===== config.mk =====
export PLATFORM = sky130hd
export DESIGN_NAME = tsc_unit
export DESIGN_NICKNAME = d
export VERILOG_FILES = /design/src/verilog/tsc_pkg.sv /design/src/verilog/tsc_cmp.sv /design/src/verilog/tsc_unit.sv
export SDC_FILE = /design/constraint.sdc
export NUM_CORES = 1
export LEC_CHECK = 0
export ABC_AREA = 1
export BUFFER_PORTS_ARGS = -buffer_cell sky130_fd_sc_hd__clkbuf_2
export CAP_MARGIN = 40
export CORE_MARGIN = 4
export CORE_UTILIZATION = 46
export DETAILED_ROUTE_END_ITERATION = 7
export GPL_TIMING_DRIVEN = 0
export HOLD_SLACK_MARGIN = 0.15
export PLACE_DENSITY_LB_ADDON = 0.1
export SYNTH_ARGS = -nofsm -noshare
export SYNTH_HDL_FRONTEND = slang
export SYNTH_SLANG_ARGS = --single-unit

===== constraint.sdc =====
create_clock -name clk_sys_in -period 2.6 [get_ports clk_sys_in]
set_input_delay 0.52 -clock clk_sys_in [delete_from_list [all_inputs] [get_ports clk_sys_in]]
set_output_delay 0.52 -clock clk_sys_in [all_outputs]
set_load 0.05 [all_outputs]

===== src/verilog/tsc_pkg.sv =====
/*
 * package for the table select and compare unit: opcodes, widths, limits.
 * assumes a single 125 mhz clock and an instruction sequencer that issues
 * one instruction per request pulse.
 */
package tsc_pkg;
  localparam int unsigned WORD_W = 16;
  localparam int unsigned ADDR_W = 16;
  localparam int unsigned SIZE_W = 7;
  localparam int unsigned PTR_W = 6;
  localparam logic [SIZE_W-1:0] SIZE_MIN = 7'h01;
  localparam logic [SIZE_W-1:0] SIZE_MAX = 7'h40;
  localparam logic [WORD_W-1:0] WORD_RST = 16'h0000;
  localparam logic [ADDR_W-1:0] ADDR_RST = 16'h0000;

  // instruction codes presented by the sequencer
  typedef enum logic [2:0] {
    TSC_OP_READ = 3'h0,
    TSC_OP_WRITE = 3'h1,
    TSC_OP_GT = 3'h2,
    TSC_OP_GE = 3'h3,
    TSC_OP_EQ = 3'h4,
    TSC_OP_NE = 3'h5
  } tsc_op_t;
endpackage


===== src/verilog/tsc_cmp.sv =====
/*
 * signed word comparator, purely combinational.
 * assumes both operands are two's-complement words on the same clock.
 */
module tsc_cmp
  import tsc_pkg::*;
#(
  parameter int unsigned W = WORD_W
) (
  input wire logic [W-1:0] a_in,
  input wire logic [W-1:0] b_in,
  output logic gt_out,
  output logic eq_out
);
  // signed relation of the two operands
  always_comb begin
    gt_out = $signed(a_in) > $signed(b_in);
    eq_out = a_in == b_in;
  end
endmodule


===== src/verilog/tsc_unit.sv =====
/*
 * table select and compare unit: table read, table write, word compares.
 * a request is answered on the next clock edge: done, result and the
 * write strobe stand for one cycle, write address and data hold until
 * the next transfer. pointer and size compare as unsigned numbers, and a
 * size outside one to sixty-four blocks every table transfer.
 * assumes the sequencer presents one instruction with start_in held for one
 * cycle, and that it owns the register memory reached by the write port.
 * assumes the memory answers table_addr_out within the same cycle, which
 * is why that address is the one output not taken from a register.
 */
// Summary of operation
// - table read copies start plus pointer entry
// - table write stores source at start plus pointer
// - pointer at or past size blocks, output on
// - compare only while input on, else off
// - greater-than on when first exceeds second
// - greater-or-equal on when first at least second
// - equal on when operands identical
// - not-equal on when operands differ
// - operands are signed sixteen-bit integers
module tsc_unit
  import tsc_pkg::*;
(
  input wire logic clk_sys_in,
  input wire logic rst_in,
  input wire logic start_in,
  input wire logic exec_in,
  input wire tsc_pkg::tsc_op_t op_in,
  input wire logic [tsc_pkg::ADDR_W-1:0] table_base_in,
  input wire logic [tsc_pkg::SIZE_W-1:0] table_size_in,
  input wire logic [tsc_pkg::WORD_W-1:0] pointer_in,
  input wire logic [tsc_pkg::WORD_W-1:0] src_a_in,
  input wire logic [tsc_pkg::WORD_W-1:0] src_b_in,
  input wire logic [tsc_pkg::ADDR_W-1:0] dest_addr_in,
  input wire logic [tsc_pkg::WORD_W-1:0] table_data_in,
  output logic [tsc_pkg::ADDR_W-1:0] table_addr_out,
  output logic done_out,
  output logic result_out,
  output logic wr_en_out,
  output logic [tsc_pkg::ADDR_W-1:0] wr_addr_out,
  output logic [tsc_pkg::WORD_W-1:0] wr_data_out
);

  ////////////////////////////////////////////////////////////////////////////
  // comparator and pointer check

  logic gt;
  logic eq;
  logic taken;
  logic is_table;
  logic is_read;
  logic transfer;
  logic size_legal;
  logic ptr_inside;
  logic ptr_over;
  logic cmp_hit;
  logic [ADDR_W-1:0] entry_addr;

  tsc_cmp #(
    .W(WORD_W)
  ) u_cmp (
    .a_in(src_a_in),
    .b_in(src_b_in),
    .gt_out(gt),
    .eq_out(eq)
  );

  // entry address of table start plus pointer; the sum wraps, as the
  // caller keeps the whole table inside the register space
  function automatic logic [ADDR_W-1:0] entry(
    input logic [ADDR_W-1:0] base,
    input logic [WORD_W-1:0] ptr
  );
    entry = base + ADDR_W'(ptr);
  endfunction

  // true for the two table transfer codes
  function automatic logic table_op(
    input tsc_op_t op
  );
    table_op = (op == TSC_OP_READ) || (op == TSC_OP_WRITE);
  endfunction

  // relation picked by a compare code; other codes answer off
  function automatic logic relation(
    input tsc_op_t op,
    input logic greater,
    input logic equal
  );
    unique case (op)
      TSC_OP_GT: relation = greater;
      TSC_OP_GE: relation = greater || equal;
      TSC_OP_EQ: relation = equal;
      TSC_OP_NE: relation = !equal;
      default: relation = 1'b0;
    endcase
  endfunction

  // request decode: only a start with the input on sets result or writes; done answers any start
  always_comb begin
    taken = start_in && exec_in;
    is_table = table_op(op_in);
    is_read = op_in == TSC_OP_READ;
    transfer = taken && is_table && !ptr_over;
  end

  // table size must lie in its legal range
  always_comb begin
    size_legal = (table_size_in >= SIZE_MIN)
      && (table_size_in <= SIZE_MAX);
  end

  // pointer check: at or past the size, or a bad size, is over
  always_comb begin
    ptr_inside = pointer_in < WORD_W'(table_size_in);
    ptr_over = !(size_legal && ptr_inside);
  end

  // table port address, offered to the memory in the request cycle
  always_comb begin
    entry_addr = entry(table_base_in, pointer_in);
    table_addr_out = entry_addr;
  end

  // compare answer for the code on the port
  always_comb begin
    cmp_hit = relation(op_in, gt, eq);
  end

  ////////////////////////////////////////////////////////////////////////////
  // result and write port registers

  logic done_d, done_q;
  logic result_d, result_q;
  logic wr_en_d, wr_en_q;
  logic [ADDR_W-1:0] wr_addr_d, wr_addr_q;
  logic [WORD_W-1:0] wr_data_d, wr_data_q;

  // done: one answer per start, on or off, nothing carried over
  always_comb begin
    done_d = start_in;
  end

  // register done
  always_ff @(posedge clk_sys_in) begin
    if (rst_in) begin
      done_q <= 1'b0;
    end else begin
      done_q <= done_d;
    end
  end

  // result: off unless a taken request turns it on
  always_comb begin
    result_d = 1'b0;
    if (taken) begin
      if (is_table) begin
        result_d = ptr_over;
      end else begin
        result_d = cmp_hit;
      end
    end
  end

  // register result
  always_ff @(posedge clk_sys_in) begin
    if (rst_in) begin
      result_q <= 1'b0;
    end else begin
      result_q <= result_d;
    end
  end

  ////////////////////////////////////////////////////////////////////////////
  // write port

  // write strobe: only a transfer inside the table writes
  always_comb begin
    wr_en_d = transfer;
  end

  // register the write strobe
  always_ff @(posedge clk_sys_in) begin
    if (rst_in) begin
      wr_en_q <= 1'b0;
    end else begin
      wr_en_q <= wr_en_d;
    end
  end

  // write address and data move only with a transfer, so a blocked or
  // idle request leaves the last written pair on the port
  always_comb begin
    wr_addr_d = wr_addr_q;
    wr_data_d = wr_data_q;
    if (transfer && is_read) begin
      wr_addr_d = dest_addr_in;
      wr_data_d = table_data_in;
    end else if (transfer) begin
      wr_addr_d = entry_addr;
      wr_data_d = src_a_in;
    end
  end

  // register write address and data
  always_ff @(posedge clk_sys_in) begin
    if (rst_in) begin
      wr_addr_q <= ADDR_RST;
      wr_data_q <= WORD_RST;
    end else begin
      wr_addr_q <= wr_addr_d;
      wr_data_q <= wr_data_d;
    end
  end

  ////////////////////////////////////////////////////////////////////////////
  // outputs, each straight from its register

  assign done_out = done_q;
  assign result_out = result_q;
  assign wr_en_out = wr_en_q;
  assign wr_addr_out = wr_addr_q;
  assign wr_data_out = wr_data_q;
endmodule

# Word-level counts from Yosys, hierarchy flattened

Index checks and enable logic that the tools add are counted.

Input bits: 110
Register bits after elaboration: 35
Logic and storage cells: 36

Reduce and logical (&&, ||, !) cells: 13
$add $sub $neg: 1
Mux-type cells: 6
Equal/unequal tests: 6
Bitwise logic cells: 1
Order comparisons: 4

Operators with widths:

| kind                                                                                 | number |
|---|---|
| 16-bit two-way mux                                                                   | 4 |
| 16-bit adder                                                                         | 1 |
| 16-bit equality test                                                                 | 1 |
| 16-bit > comparator                                                                  | 1 |
| 16-bit by 7-bit less-than comparator with 1-bit output                               | 1 |
| 7-bit by 1-bit greater-or-equal comparator with 1-bit output (second input constant) | 1 |
| 7-bit less-or-equal comparator (second input constant)                               | 1 |
| 3-bit by 2-bit equality test with 1-bit output (second input constant)               | 2 |
| 3-bit equality test (second input constant)                                          | 2 |
| 1-bit logical AND                                                                    | 6 |
| 1-bit one-hot mux with 4 select lines                                                | 1 |
| 3-bit by 1-bit equality test with 1-bit output (second input constant)               | 1 |
| 3-bit logical NOT                                                                    | 1 |
| 1-bit logical NOT                                                                    | 2 |
| 1-bit logical OR                                                                     | 2 |
| 2-bit nonzero test                                                                   | 1 |
| 2-bit OR reduction                                                                   | 1 |
| 1-bit two-way mux                                                                    | 1 |
| 1-bit inverter                                                                       | 1 |

# Longest topological paths before layout

Gate-level depths: netlist of the first run.

Depth after elaboration: 6
Gate-level depth with buffers: 16
Gate-level depth less buffers: 16

# Cells and area by module

Synthesis of the first run repeated with hierarchy kept, for this count alone.

Cell total of the unflattened synthesis: 594
Area, all modules: 3,510.9 um2

By module, submodules not included:

| module   | cells an instance | times used | area an instance (um2) |
|---|---|---|---|
| tsc_unit | 509               | 1          | 2,999.1 |
| tsc_cmp  | 85                | 1          | 511.7 |

# Worst setup path after synthesis of the first run

Ideal clock, no wire load.

Path type: input to output
Start point: in table_base_in[0] (netlist name)
End point: out table_addr_out[6] (netlist name)
Cell stages on the path: 8
Path buffers: 0
Data required time: 2.080 ns
Setup slack: -0.137 ns
Arrival: 2.217 ns
Path through: ha_1 -> inv_1 -> fa_1 -> inv_1 -> nand3_1 -> nand2_1 -> a21oi_1 -> xor2_1

Word-level cells in the longest chain between the ends: 1

RTL lines:

| element         | line           | text |
|---|---|---|
| start, declared | tsc_unit.sv:30 | `input wire logic [tsc_pkg::ADDR_W-1:0] table_base_in,` |
| 16-bit adder    | tsc_unit.sv:75 | `entry = base + ADDR_W'(ptr);` |
| end, declared   | tsc_unit.sv:37 | `output logic [tsc_pkg::ADDR_W-1:0] table_addr_out,` |

Every way passes these cells.

# Worst setup path in the final report of the first run

Start point: in pointer_in[0] (netlist name)
End point: out table_addr_out[12] (netlist name)

Word-level cells in the longest chain between the ends: 1

RTL lines:

| element         | line           | text |
|---|---|---|
| start, declared | tsc_unit.sv:32 | `input wire logic [tsc_pkg::WORD_W-1:0] pointer_in,` |
| 16-bit adder    | tsc_unit.sv:75 |  |

Every way passes these cells.

==> results of run 1 <==
==> power by group <==
part           switching (mW)  internal (mW)  total (mW)
Combinational           0.496          0.302       0.798
Clock                   0.198          0.310       0.508
Sequential           0.000387          0.537       0.537
==> worst max-delay path by stage <==
stage          cells past startpoint                  to        startpoint  slack (ns)
3_5_place_dp                      13  table_addr_out[14]  table_base_in[0]       -0.31
3_3_place_gp                      13  table_addr_out[14]     pointer_in[0]       -0.31
4_1_cts                           10  table_addr_out[14]     pointer_in[7]       -0.03
2_1_floorplan                      7   table_addr_out[4]  table_base_in[0]       -0.06
6_report                          14  table_addr_out[12]     pointer_in[0]      0.0002
5_1_grt                           14  table_addr_out[12]     pointer_in[0]        -0.1
==> placed cells by master, fill, tap and decap left out, types with 6 or more instances in the layout <==
cell type	count
clkbuf_2	149
nand2_1	110
inv_1	71
a21oi_1	54
dfxtp_1	35
nand3_1	31
ha_1	30
nor2_1	25
o21ai_0	24
o21ai_1	12
mux2i_1	10
buf_4	10
clkbuf_8	8
clkbuf_1	7
nand2_2	6
ha_4	6
==> area by class of cell <==
cell class              instances  area, um2
multi-input cells             354       2170
fillers                       615       2050
repair buffers                167        931
flip-flops and latches         35        701
inverters                      74        278
well taps                      77       96.3
clock buffers                   6       82.6
plain buffers                  15       80.1
clock inverters                 2       35.0
==> worst reg2reg max path, delay by kind of cell (launching register included) <==
kind            cells  cell delay, ns
flops               1            0.32
compound gates      2            0.22
==> logic make-up after synthesis <==
kind of cell    count (synthesis)  synth area share
compound gates                102             0.170
fa+ha+maj                      38             0.157
buf+inv                        89             0.116
mux                            10            0.0326
simple gates                  196             0.273
flops                          35             0.228
xor+xnor                        8            0.0228
==> sequential cells by signal (all words and copies together), names as in the netlist <==
name and cells:
done_out 1, wr_en_out 1, result_out 1, wr_data_out 16, wr_addr_out 16
==> timing repair <==
action,CTS,global route
buffers inserted,5,3
pin swaps,7,8
endpoints found under the setup margin,8,9
gates resized for setup,29,29
==> metal layers <==
metal	wire length [um]	global-route usage	up-vias	share of wire
met5	0	0	-	0
met4	293	0.0754	0	0.030
met3	729	0.0518	25	0.074
met2	4590	0.393	147	0.47
met1	4210	0.294	1624	0.43
li1	-	-	1916	-
==> out/summary.txt, run 1 <==
H-Tree Depth: 2
VDD IR max: 0.270 mV
Largest cells by area after synthesis: dfxtp_1 (23%), ha_1 (15%), nand2_1 (14%)
Worst-path cell chain: buf_8 -> ha_4 -> inv_2 -> fa_2 -> inv_2 -> nand3_2 -> nand2_4 -> nand4_1 -> nand2_2 -> nand2_2 -> nand2_1 -> nand2_1 -> and2_4 -> clkbuf_16
Syn Area/Cell: 6.43 um2
CP top delay family: simple AND/OR/NAND/NOR gates
CTS tree: built
EDFF count, synth: 0
DIE HEIGHT: 89.7 um
Initial DRC count: 149
Worst hold path depth: 2
Core area: 6420 um2
Vias per cell: 5.08
CTS buffer count: 5
Row count: 29
Largest net degree at the start of global routing: 12
Syn nets: 626
Clk buf depth: 2
Initial Util: 0.478
Post-DRT Antenna Nets: 0
Cell area after placement: 3970 um2
Worst EP arrival: 2.08 ns
Fin cells: 730
Final hold violations: 0
Worst Max-Slew Pin Slew: 0.654 ns
Reg-to-reg startpoint: wr_addr_out[2]$_SDFFE_PP0P_
Wirelength, routed: 9820 um
Vias in the first global route: 3,616
Total Routing Usage GR: 0.233
Top-area cell type share of the netlist area: 0.228
CP max FO: 3
Mapped Cells: 478
Slew HR: 0.564
Worst min path class: register to register
RR Endpoint: wr_addr_out[2]$_SDFFE_PP0P_
Clock sinks: 35
Leak pwr: 2.45 nW
Outcome: finished, final reports clean
R2r setup slk: 1.95 ns
Setup violations, final: 0
Slowest-stage cell, CP: fa_2
Wire per inst: 13.5 um
Most used flip-flop cell after synthesis: dfxtp_1
Netlist cell types: 31
Post-synth top area cell: dfxtp_1
Residual DRC: 0
Power density over the cells: 421 nW/um2
Crit. End Element: primary output
Critical path buffer and inverter count: 4
Fin area: 4380 um2
Final core utilization: 0.681
Clock Skew: 0 ns
Fmax: 385 MHz
Cell count after placement: 714
Clock latency on the worst-skew pair: 0.28 ns
Hold_buf cts: 0
Clk root buf: clkbuf_8
Max cap viols: 0
Antenna Cells: 0
Area growth, synth to finish: 42.4%
Final period utilization: 1.00
Share of layout cells above drive strength 1: 0.331
Global-route wire length before repair: 15,900 um
WHS Endpoint: wr_data_out[7]$_SDFFE_PP0P_
Startpoint Class: input pin
DP Worst Slack: -0.311 ns
Most numerous cell in the Yosys netlist: nand2_1
Critical Setup Path Class: input pin to primary output
Synth top cells by count: nand2_1 (116), inv_1 (74), a21oi_1 (59)
Yosys reg bits: 35
CTS clock-pin slew for the worst setup and hold paths: 0.07 ns
DP HPWL: 7940 um
Warnings, synthesis: 0
Nets: 800
Setup_tns: 0 ns
Hold slack: 0.445 ns
Initial antenna violation count: 0
Crit-path max cell delay: 0.34 ns
Depth of the worst register-to-register path: 2
Final Wtd Congestion: 0.888
Post-synth ARST share: 0
Total power: 1.84 mW
GRT overflow: 0
Fin worst setup slack: 0.000229 ns
Tmin final: 2.60 ns
Vias: 3,712
Crit path required time: 2.08 ns
Slew Viols, Final: 0
Post-synth design cell area: 3070 um2
Die W: 89.7 um
Worst Hold Launch: wr_data_out[7]$_SDFFE_PP0P_
RSZ-0062 raised after global routing: true
Die area: 8050 um2
Sequential cell area fraction in the yosys report: 0.228
Input/output buffers: 159
Drt pass-1 iters: 4
Io pins: 161
Power figures use the tool's default switching activity.
==> inputs of run 2 (changes only) <==
--- a/config.mk
+++ b/config.mk
@@ -8,11 +8,11 @@
 export ABC_AREA = 1
 export BUFFER_PORTS_ARGS = -buffer_cell sky130_fd_sc_hd__clkbuf_2
 export CAP_MARGIN = 40
+export CORE_ASPECT_RATIO = 0.9
 export CORE_MARGIN = 4
-export CORE_UTILIZATION = 46
+export CORE_UTILIZATION = 45
 export DETAILED_ROUTE_END_ITERATION = 7
 export GPL_TIMING_DRIVEN = 0
-export HOLD_SLACK_MARGIN = 0.15
 export PLACE_DENSITY_LB_ADDON = 0.1
 export SYNTH_ARGS = -nofsm -noshare
 export SYNTH_HDL_FRONTEND = slang
==> run 2 against run 1 <==
Sequential power about the same. First-iteration DRC count is 47% lower. Final area about the same. Worst setup slack better by 0.0049 ns.
==> out/summary.txt, run 2 (synthesis results as in run 1) <==
Io pins: 161 (unchanged)
Worst min path class: register to register (unchanged)
DIE HEIGHT: 86.4 um (was 89.7 um)
Wirelength, routed: 9640 um (was 9820 um)
Final hold violations: 0 (unchanged)
Setup violations, final: 0 (unchanged)
Area growth, synth to finish: 42.5% (was 42.4%)
Antenna Cells: 0 (unchanged)
CTS clock-pin slew for the worst setup and hold paths: 0.07 ns (about the same)
DP Worst Slack: -0.329 ns (was -0.311 ns)
Row count: 28 (was 29)
Clock sinks: 35 (unchanged)
Final period utilization: 0.998 (was 1.00)
GRT overflow: 0 (unchanged)
Tmin final: 2.59 ns (was 2.60 ns)
Die area: 8220 um2 (was 8050 um2)
Initial antenna violation count: 0 (unchanged)
CTS buffer count: 5 (unchanged)
Clk buf depth: 2 (unchanged)
Setup_tns: 0 ns (unchanged)
Crit. End Element: primary output (unchanged)
Slew Viols, Final: 0 (unchanged)
Vias per cell: 4.84 (was 5.08)
Vias: 3,600 (was 3,712)
Max cap viols: 0 (unchanged)
Hold_buf cts: 0 (unchanged)
Final Wtd Congestion: 0.891 (was 0.888)
FF+latch area: 701 um2 (unchanged)
Clock Skew: 0 ns (unchanged)
Core area: 6620 um2 (was 6420 um2)
Largest net degree at the start of global routing: 11 (was 12)
VDD IR max: 0.260 mV (was 0.270 mV)
Fin worst setup slack: 0.00509 ns (was 0.000229 ns)
Die W: 95.1 um (was 89.7 um)
RSZ-0062 raised after global routing: true (unchanged)
Total Routing Usage GR: 0.232 (was 0.233)
Input/output buffers: 159 (unchanged)
Wire per inst: 13.0 um (was 13.5 um)
Initial Util: 0.464 (was 0.478)
CP max FO: 3 (unchanged)
CTS tree: built (unchanged)
Drt pass-1 iters: 4 (unchanged)
Post-DRT Antenna Nets: 0 (unchanged)
Startpoint Class: input pin (unchanged)
Crit path required time: 2.08 ns (about the same)
Fmax: 385 MHz (about the same)
H-Tree Depth: 2 (unchanged)
Initial DRC count: 79 (was 149)
Worst Max-Slew Pin Slew: 0.643 ns (was 0.654 ns)
Power density over the cells: 396 nW/um2 (was 421 nW/um2)
Residual DRC: 0 (unchanged)
Clock latency on the worst-skew pair: 0.28 ns (about the same)
Commonest non-fill, non-tap cell in the layout: clkbuf_2 (unchanged)
Multi-input gate area in the final layout: 2170 um2 (about the same)
Critical Setup Path Class: input pin to primary output (unchanged)
Slew HR: 0.572 (was 0.564)
Total power: 1.74 mW (was 1.84 mW)
Outcome: finished, final reports clean (unchanged)
Fill cells: 624 (was 615)
Nets: 802 (was 800)
Clk root buf: clkbuf_8 (unchanged)
Share of layout cells above drive strength 1: 0.343 (was 0.331)
Most frequent cells in the layout: clkbuf_2 (149), nand2_1 (108), inv_1 (71) (was clkbuf_2 (149), nand2_1 (110), inv_1 (71))
Vias in the first global route: 3,475 (was 3,616)
Worst EP arrival: 2.07 ns (was 2.08 ns)
DP HPWL: 8050 um (was 7940 um)
Leak pwr: 2.45 nW (about the same)
Global-route wire length before repair: 15,300 um (was 15,900 um)
[run 2: critical path: stages]
cell       delay (ns)
buf_8            0.07
ha_4             0.12
inv_2            0.03
fa_2             0.34
inv_2            0.07
nand3_2          0.08
nand2_4          0.10
nand4_1          0.13
nand2_2          0.12
nand2_2          0.07
nand2_1          0.06
nand2_1          0.05
and2_4           0.14
clkbuf_16        0.16
[run 2: final cells by class]
class,count,area share
Tap cell,90,0.0257
Multi-Input combinational cell,354,0.496
Inverter,74,0.0634
Clock inverter,1,0.00114
Sequential cell,35,0.160
Timing Repair Buffer,169,0.216
Buffer,15,0.0183
Clock buffer,6,0.0189
[run 2: worst paths after layout]
check,startpoint,to,slack [ns],depth (start not counted)
hold reg to reg,wr_data_out[11]$_SDFFE_PP0P_,wr_data_out[11]$_SDFFE_PP0P_,0.44,2
setup reg to reg,wr_addr_out[1]$_SDFFE_PP0P_,wr_addr_out[1]$_SDFFE_PP0P_,1.94,2
setup / recovery,pointer_in[0],table_addr_out[12],0.005,14
hold / removal,wr_data_out[11]$_SDFFE_PP0P_,wr_data_out[11]$_SDFFE_PP0P_,0.44,2
[run 2: layer usage]
layer | track usage | wire length [um]
met3 | 0.0590 | 819
met1 | 0.311 | 4300
met2 | 0.378 | 4430
met4 | 0.0433 | 89
met5 | 0 | 0
[run 2: repair_timing]
| action | CTS | global route |
|---|---|---|
| buffers inserted | 5 | 5 |
| resized for setup | 33 | 32 |
| setup endpoints to repair | 8 | 9 |
| pin swaps | 7 | 11 |
[run 2: metrics by stage]
| stage | utilization | cell area (um2) | hold WS (ns) | std cells |
|---|---|---|---|---|
| 2_1_floorplan | - | 3080 | 0.589 | 478 |
| 3_3_place_gp | 0.603 | 3990 | 0.432 | 727 |
| 3_5_place_dp | 0.603 | 3990 | 0.438 | 727 |
| 4_1_cts | 0.644 | 4260 | 0.448 | 739 |
| 5_1_grt | 0.662 | 4380 | 0.461 | 744 |
| 6_report | 0.662 | 4380 | 0.444 | 744 |
[run 2: where the power goes]
part / internal (mW) / switching, mW
clock: 0.208 / 0.185
combinational: 0.309 / 0.496
sequential: 0.537 / 0.000356
total: 1.05 / 0.682
==> inputs of run 3 (changes only) <==
==> constraint.sdc (replaced) <==
create_clock -name clk_sys_in -period 3.3 [get_ports clk_sys_in]
set_input_delay 0.66 -clock clk_sys_in [delete_from_list [all_inputs] [get_ports clk_sys_in]]
set_output_delay 0.66 -clock clk_sys_in [all_outputs]
set_load 0.05 [all_outputs]
==> run 3 against run 2 <==
Combinational power decreased by 32%. Flip-flop and latch count unchanged. Via count decreased by 0.33%. Worst setup slack improved by 0.14 ns. Die area unchanged. Global-route usage decreased by 0.33 points. Largest power group unchanged. Clock skew unchanged. Routed wire length decreased by 1.7%. Critical path depth decreased by 1. Non-clock buffer count decreased by 10. Final area decreased by 7.0%. Sequential share of layout area increased by 1.2 points.
==> out/summary.txt, run 3 (synthesis results as in run 1) <==
Commonest non-fill, non-tap cell in the layout: clkbuf_2 (unchanged)
Tmin final: 3.15 ns
Row count: 28 (unchanged)
Clk root buf: clkbuf_8 (unchanged)
DP HPWL: 8120 um (was 8050 um)
Leak pwr: 2.36 nW (was 2.45 nW)
Critical Setup Path Class: input pin to primary output (unchanged)
Fin cells: 735 (was 744)
Crit. End Element: primary output (unchanged)
# resized after CTS: 0 (was 33)
Clk buf depth: 2 (unchanged)
DIE HEIGHT: 86.4 um (unchanged)
Fmax: 317 MHz
Worst Max-Slew Pin Slew: 0.651 ns (was 0.643 ns)
Startpoint Class: input pin (unchanged)
Worst hold path depth: 2 (unchanged)
CTS tree: built (unchanged)
Die area: 8220 um2 (unchanged)
Final period utilization: 0.955
Die W: 95.1 um (unchanged)
H-Tree Depth: 2 (unchanged)
Largest net degree at the start of global routing: 12 (was 11)
Worst EP arrival: 2.49 ns (was 2.07 ns)
Power density over the cells: 313 nW/um2 (was 396 nW/um2)
Share of layout cells above drive strength 1: 0.281 (was 0.343)
Area growth, synth to finish: 32.6% (was 42.5%)
Fill cells: 690 (was 624)
Residual DRC: 0 (unchanged)
Slew HR: 0.566 (was 0.572)
Post-DRT Antenna Nets: 0 (unchanged)
Final Wtd Congestion: 0.917 (was 0.891)
Initial Util: 0.464 (unchanged)
Core area: 6620 um2 (unchanged)
CTS buffer count: 5 (unchanged)
Vias: 3,588 (was 3,600)
Setup_tns: 0 ns (unchanged)
Clock latency on the worst-skew pair: 0.29 ns (was 0.28 ns)
Final hold violations: 0 (unchanged)
Reg-to-reg startpoint: wr_addr_out[4]$_SDFFE_PP0P_ (was wr_addr_out[1]$_SDFFE_PP0P_)
Global-route wire length before repair: 15,000 um (was 15,300 um)
Most frequent cells in the layout: clkbuf_2 (157), nand2_1 (115), inv_1 (74) (was clkbuf_2 (149), nand2_1 (108), inv_1 (71))
Wirelength, routed: 9470 um (was 9640 um)
Io pins: 161 (unchanged)
Cell count after placement: 727 (unchanged)
Input/output buffers: 159 (unchanged)
RR Endpoint: wr_addr_out[4]$_SDFFE_PP0P_ (was wr_addr_out[1]$_SDFFE_PP0P_)
Nets: 792 (was 802)
Drt pass-1 iters: 4 (unchanged)
Clock Skew: 0 ns (unchanged)
WHS Endpoint: wr_data_out[13]$_SDFFE_PP0P_ (was wr_data_out[11]$_SDFFE_PP0P_)
Max cap viols: 0 (unchanged)
Antenna Cells: 0 (unchanged)
CP max FO: 3 (unchanged)
CTS clock-pin slew for the worst setup and hold paths: 0.07 ns (about the same)
Clock sinks: 35 (unchanged)
Post-CTS Setup Bufs: 0 (was 5)
Wire per inst: 12.9 um (was 13.0 um)
VDD IR max: 0.195 mV (was 0.260 mV)
Crit path required time: 2.64 ns (was 2.08 ns)
Setup violations, final: 0 (unchanged)
Vias per cell: 4.88 (was 4.84)
Depth of the worst register-to-register path: 2 (unchanged)
Initial DRC count: 135 (was 79)
Outcome: finished, final reports clean (unchanged)
Initial antenna violation count: 0 (unchanged)
GRT overflow: 0 (unchanged)
Total Routing Usage GR: 0.229 (was 0.232)
Worst Hold Launch: wr_data_out[13]$_SDFFE_PP0P_ (was wr_data_out[11]$_SDFFE_PP0P_)
Slew Viols, Final: 0 (unchanged)
Worst min path class: register to register (unchanged)
Vias in the first global route: 3,376 (was 3,475)
R2r setup slk: 2.65 ns (was 1.94 ns)
Hold_buf cts: 0 (unchanged)
[run 3: cell count changes in the layout (fill, tap and decap cells not counted), moves of 6 or more]
cell      before  now
ha_1          29   37
nand2_1      108  115
nand2_2        8    2
buf_4         13    1
clkbuf_2     149  157
[run 3: power by group]
group          total [mW]  internal [mW]  switching, mW
logic               0.550          0.183          0.367
registers           0.423          0.423       0.000318
clock network       0.301          0.144          0.156
[run 3: how the worst max path moves through the flow]
| stage | cells past startpoint | slack (ns) | to | from |
|---|---|---|---|---|
| floorplan | 8 | 0.28 | table_addr_out[6] | table_base_in[0] |
| global placement | 12 | 0.17 | table_addr_out[14] | pointer_in[0] |
| detailed placement | 12 | 0.10 | table_addr_out[14] | table_base_in[0] |
| CTS | 12 | 0.09 | table_addr_out[14] | table_base_in[0] |
| global route | 14 | -0.01 | table_addr_out[12] | pointer_in[0] |
| finish | 13 | 0.15 | table_addr_out[12] | pointer_in[0] |
[run 3: layer usage]
| layer | vias up | GRT usage | part of all wire |
|---|---|---|---|
| met1 | 1563 | 0.303 | 0.45 |
| met5 | - | 0 | 0 |
| li1 | 1895 | - | - |
| met2 | 122 | 0.371 | 0.45 |
| met4 | 0 | 0.0498 | 0.010 |
| met3 | 8 | 0.0625 | 0.090 |
[run 3: through the flow]
| step | setup WS [ns] | total power [mW] | cell area (um2) | hold WS, ns | util |
|---|---|---|---|---|---|
| floorplan | 0.283 | 0.807 | 3070 | 0.661 | - |
| global placement | 0.165 | 0.969 | 3980 | 0.432 | 0.601 |
| detailed placement | 0.102 | 0.978 | 3980 | 0.436 | 0.601 |
| CTS | 0.0903 | 1.28 | 4070 | 0.446 | 0.614 |
| global route | -0.0126 | 1.36 | 4070 | 0.467 | 0.615 |
| finish | 0.147 | 1.27 | 4070 | 0.443 | 0.615 |
[run 3: final cells by class]
| type | instances | area (um2) | area share |
|---|---|---|---|
| buffer | 15 | 80.1 | 0.0197 |
| clock buffer | 5 | 68.8 | 0.0169 |
| clock inverter | 3 | 15.0 | 0.00369 |
| inverter | 74 | 278 | 0.0682 |
| multi-input combinational | 354 | 2020 | 0.496 |
| sequential | 35 | 701 | 0.172 |
| tap | 90 | 113 | 0.0276 |
| timing repair buffer | 159 | 798 | 0.196 |
[run 3: critical path, cell delays in order]
cell and delay [ns]:
clkbuf_2 0.09, ha_1 0.16, inv_1 0.06, fa_1 0.40
inv_1 0.11, nand3_1 0.08, nand2_2 0.13, nand4_1 0.12
nand2_1 0.13, nand2_1 0.09, nand3_1 0.07, and2_1 0.13
buf_2 0.26
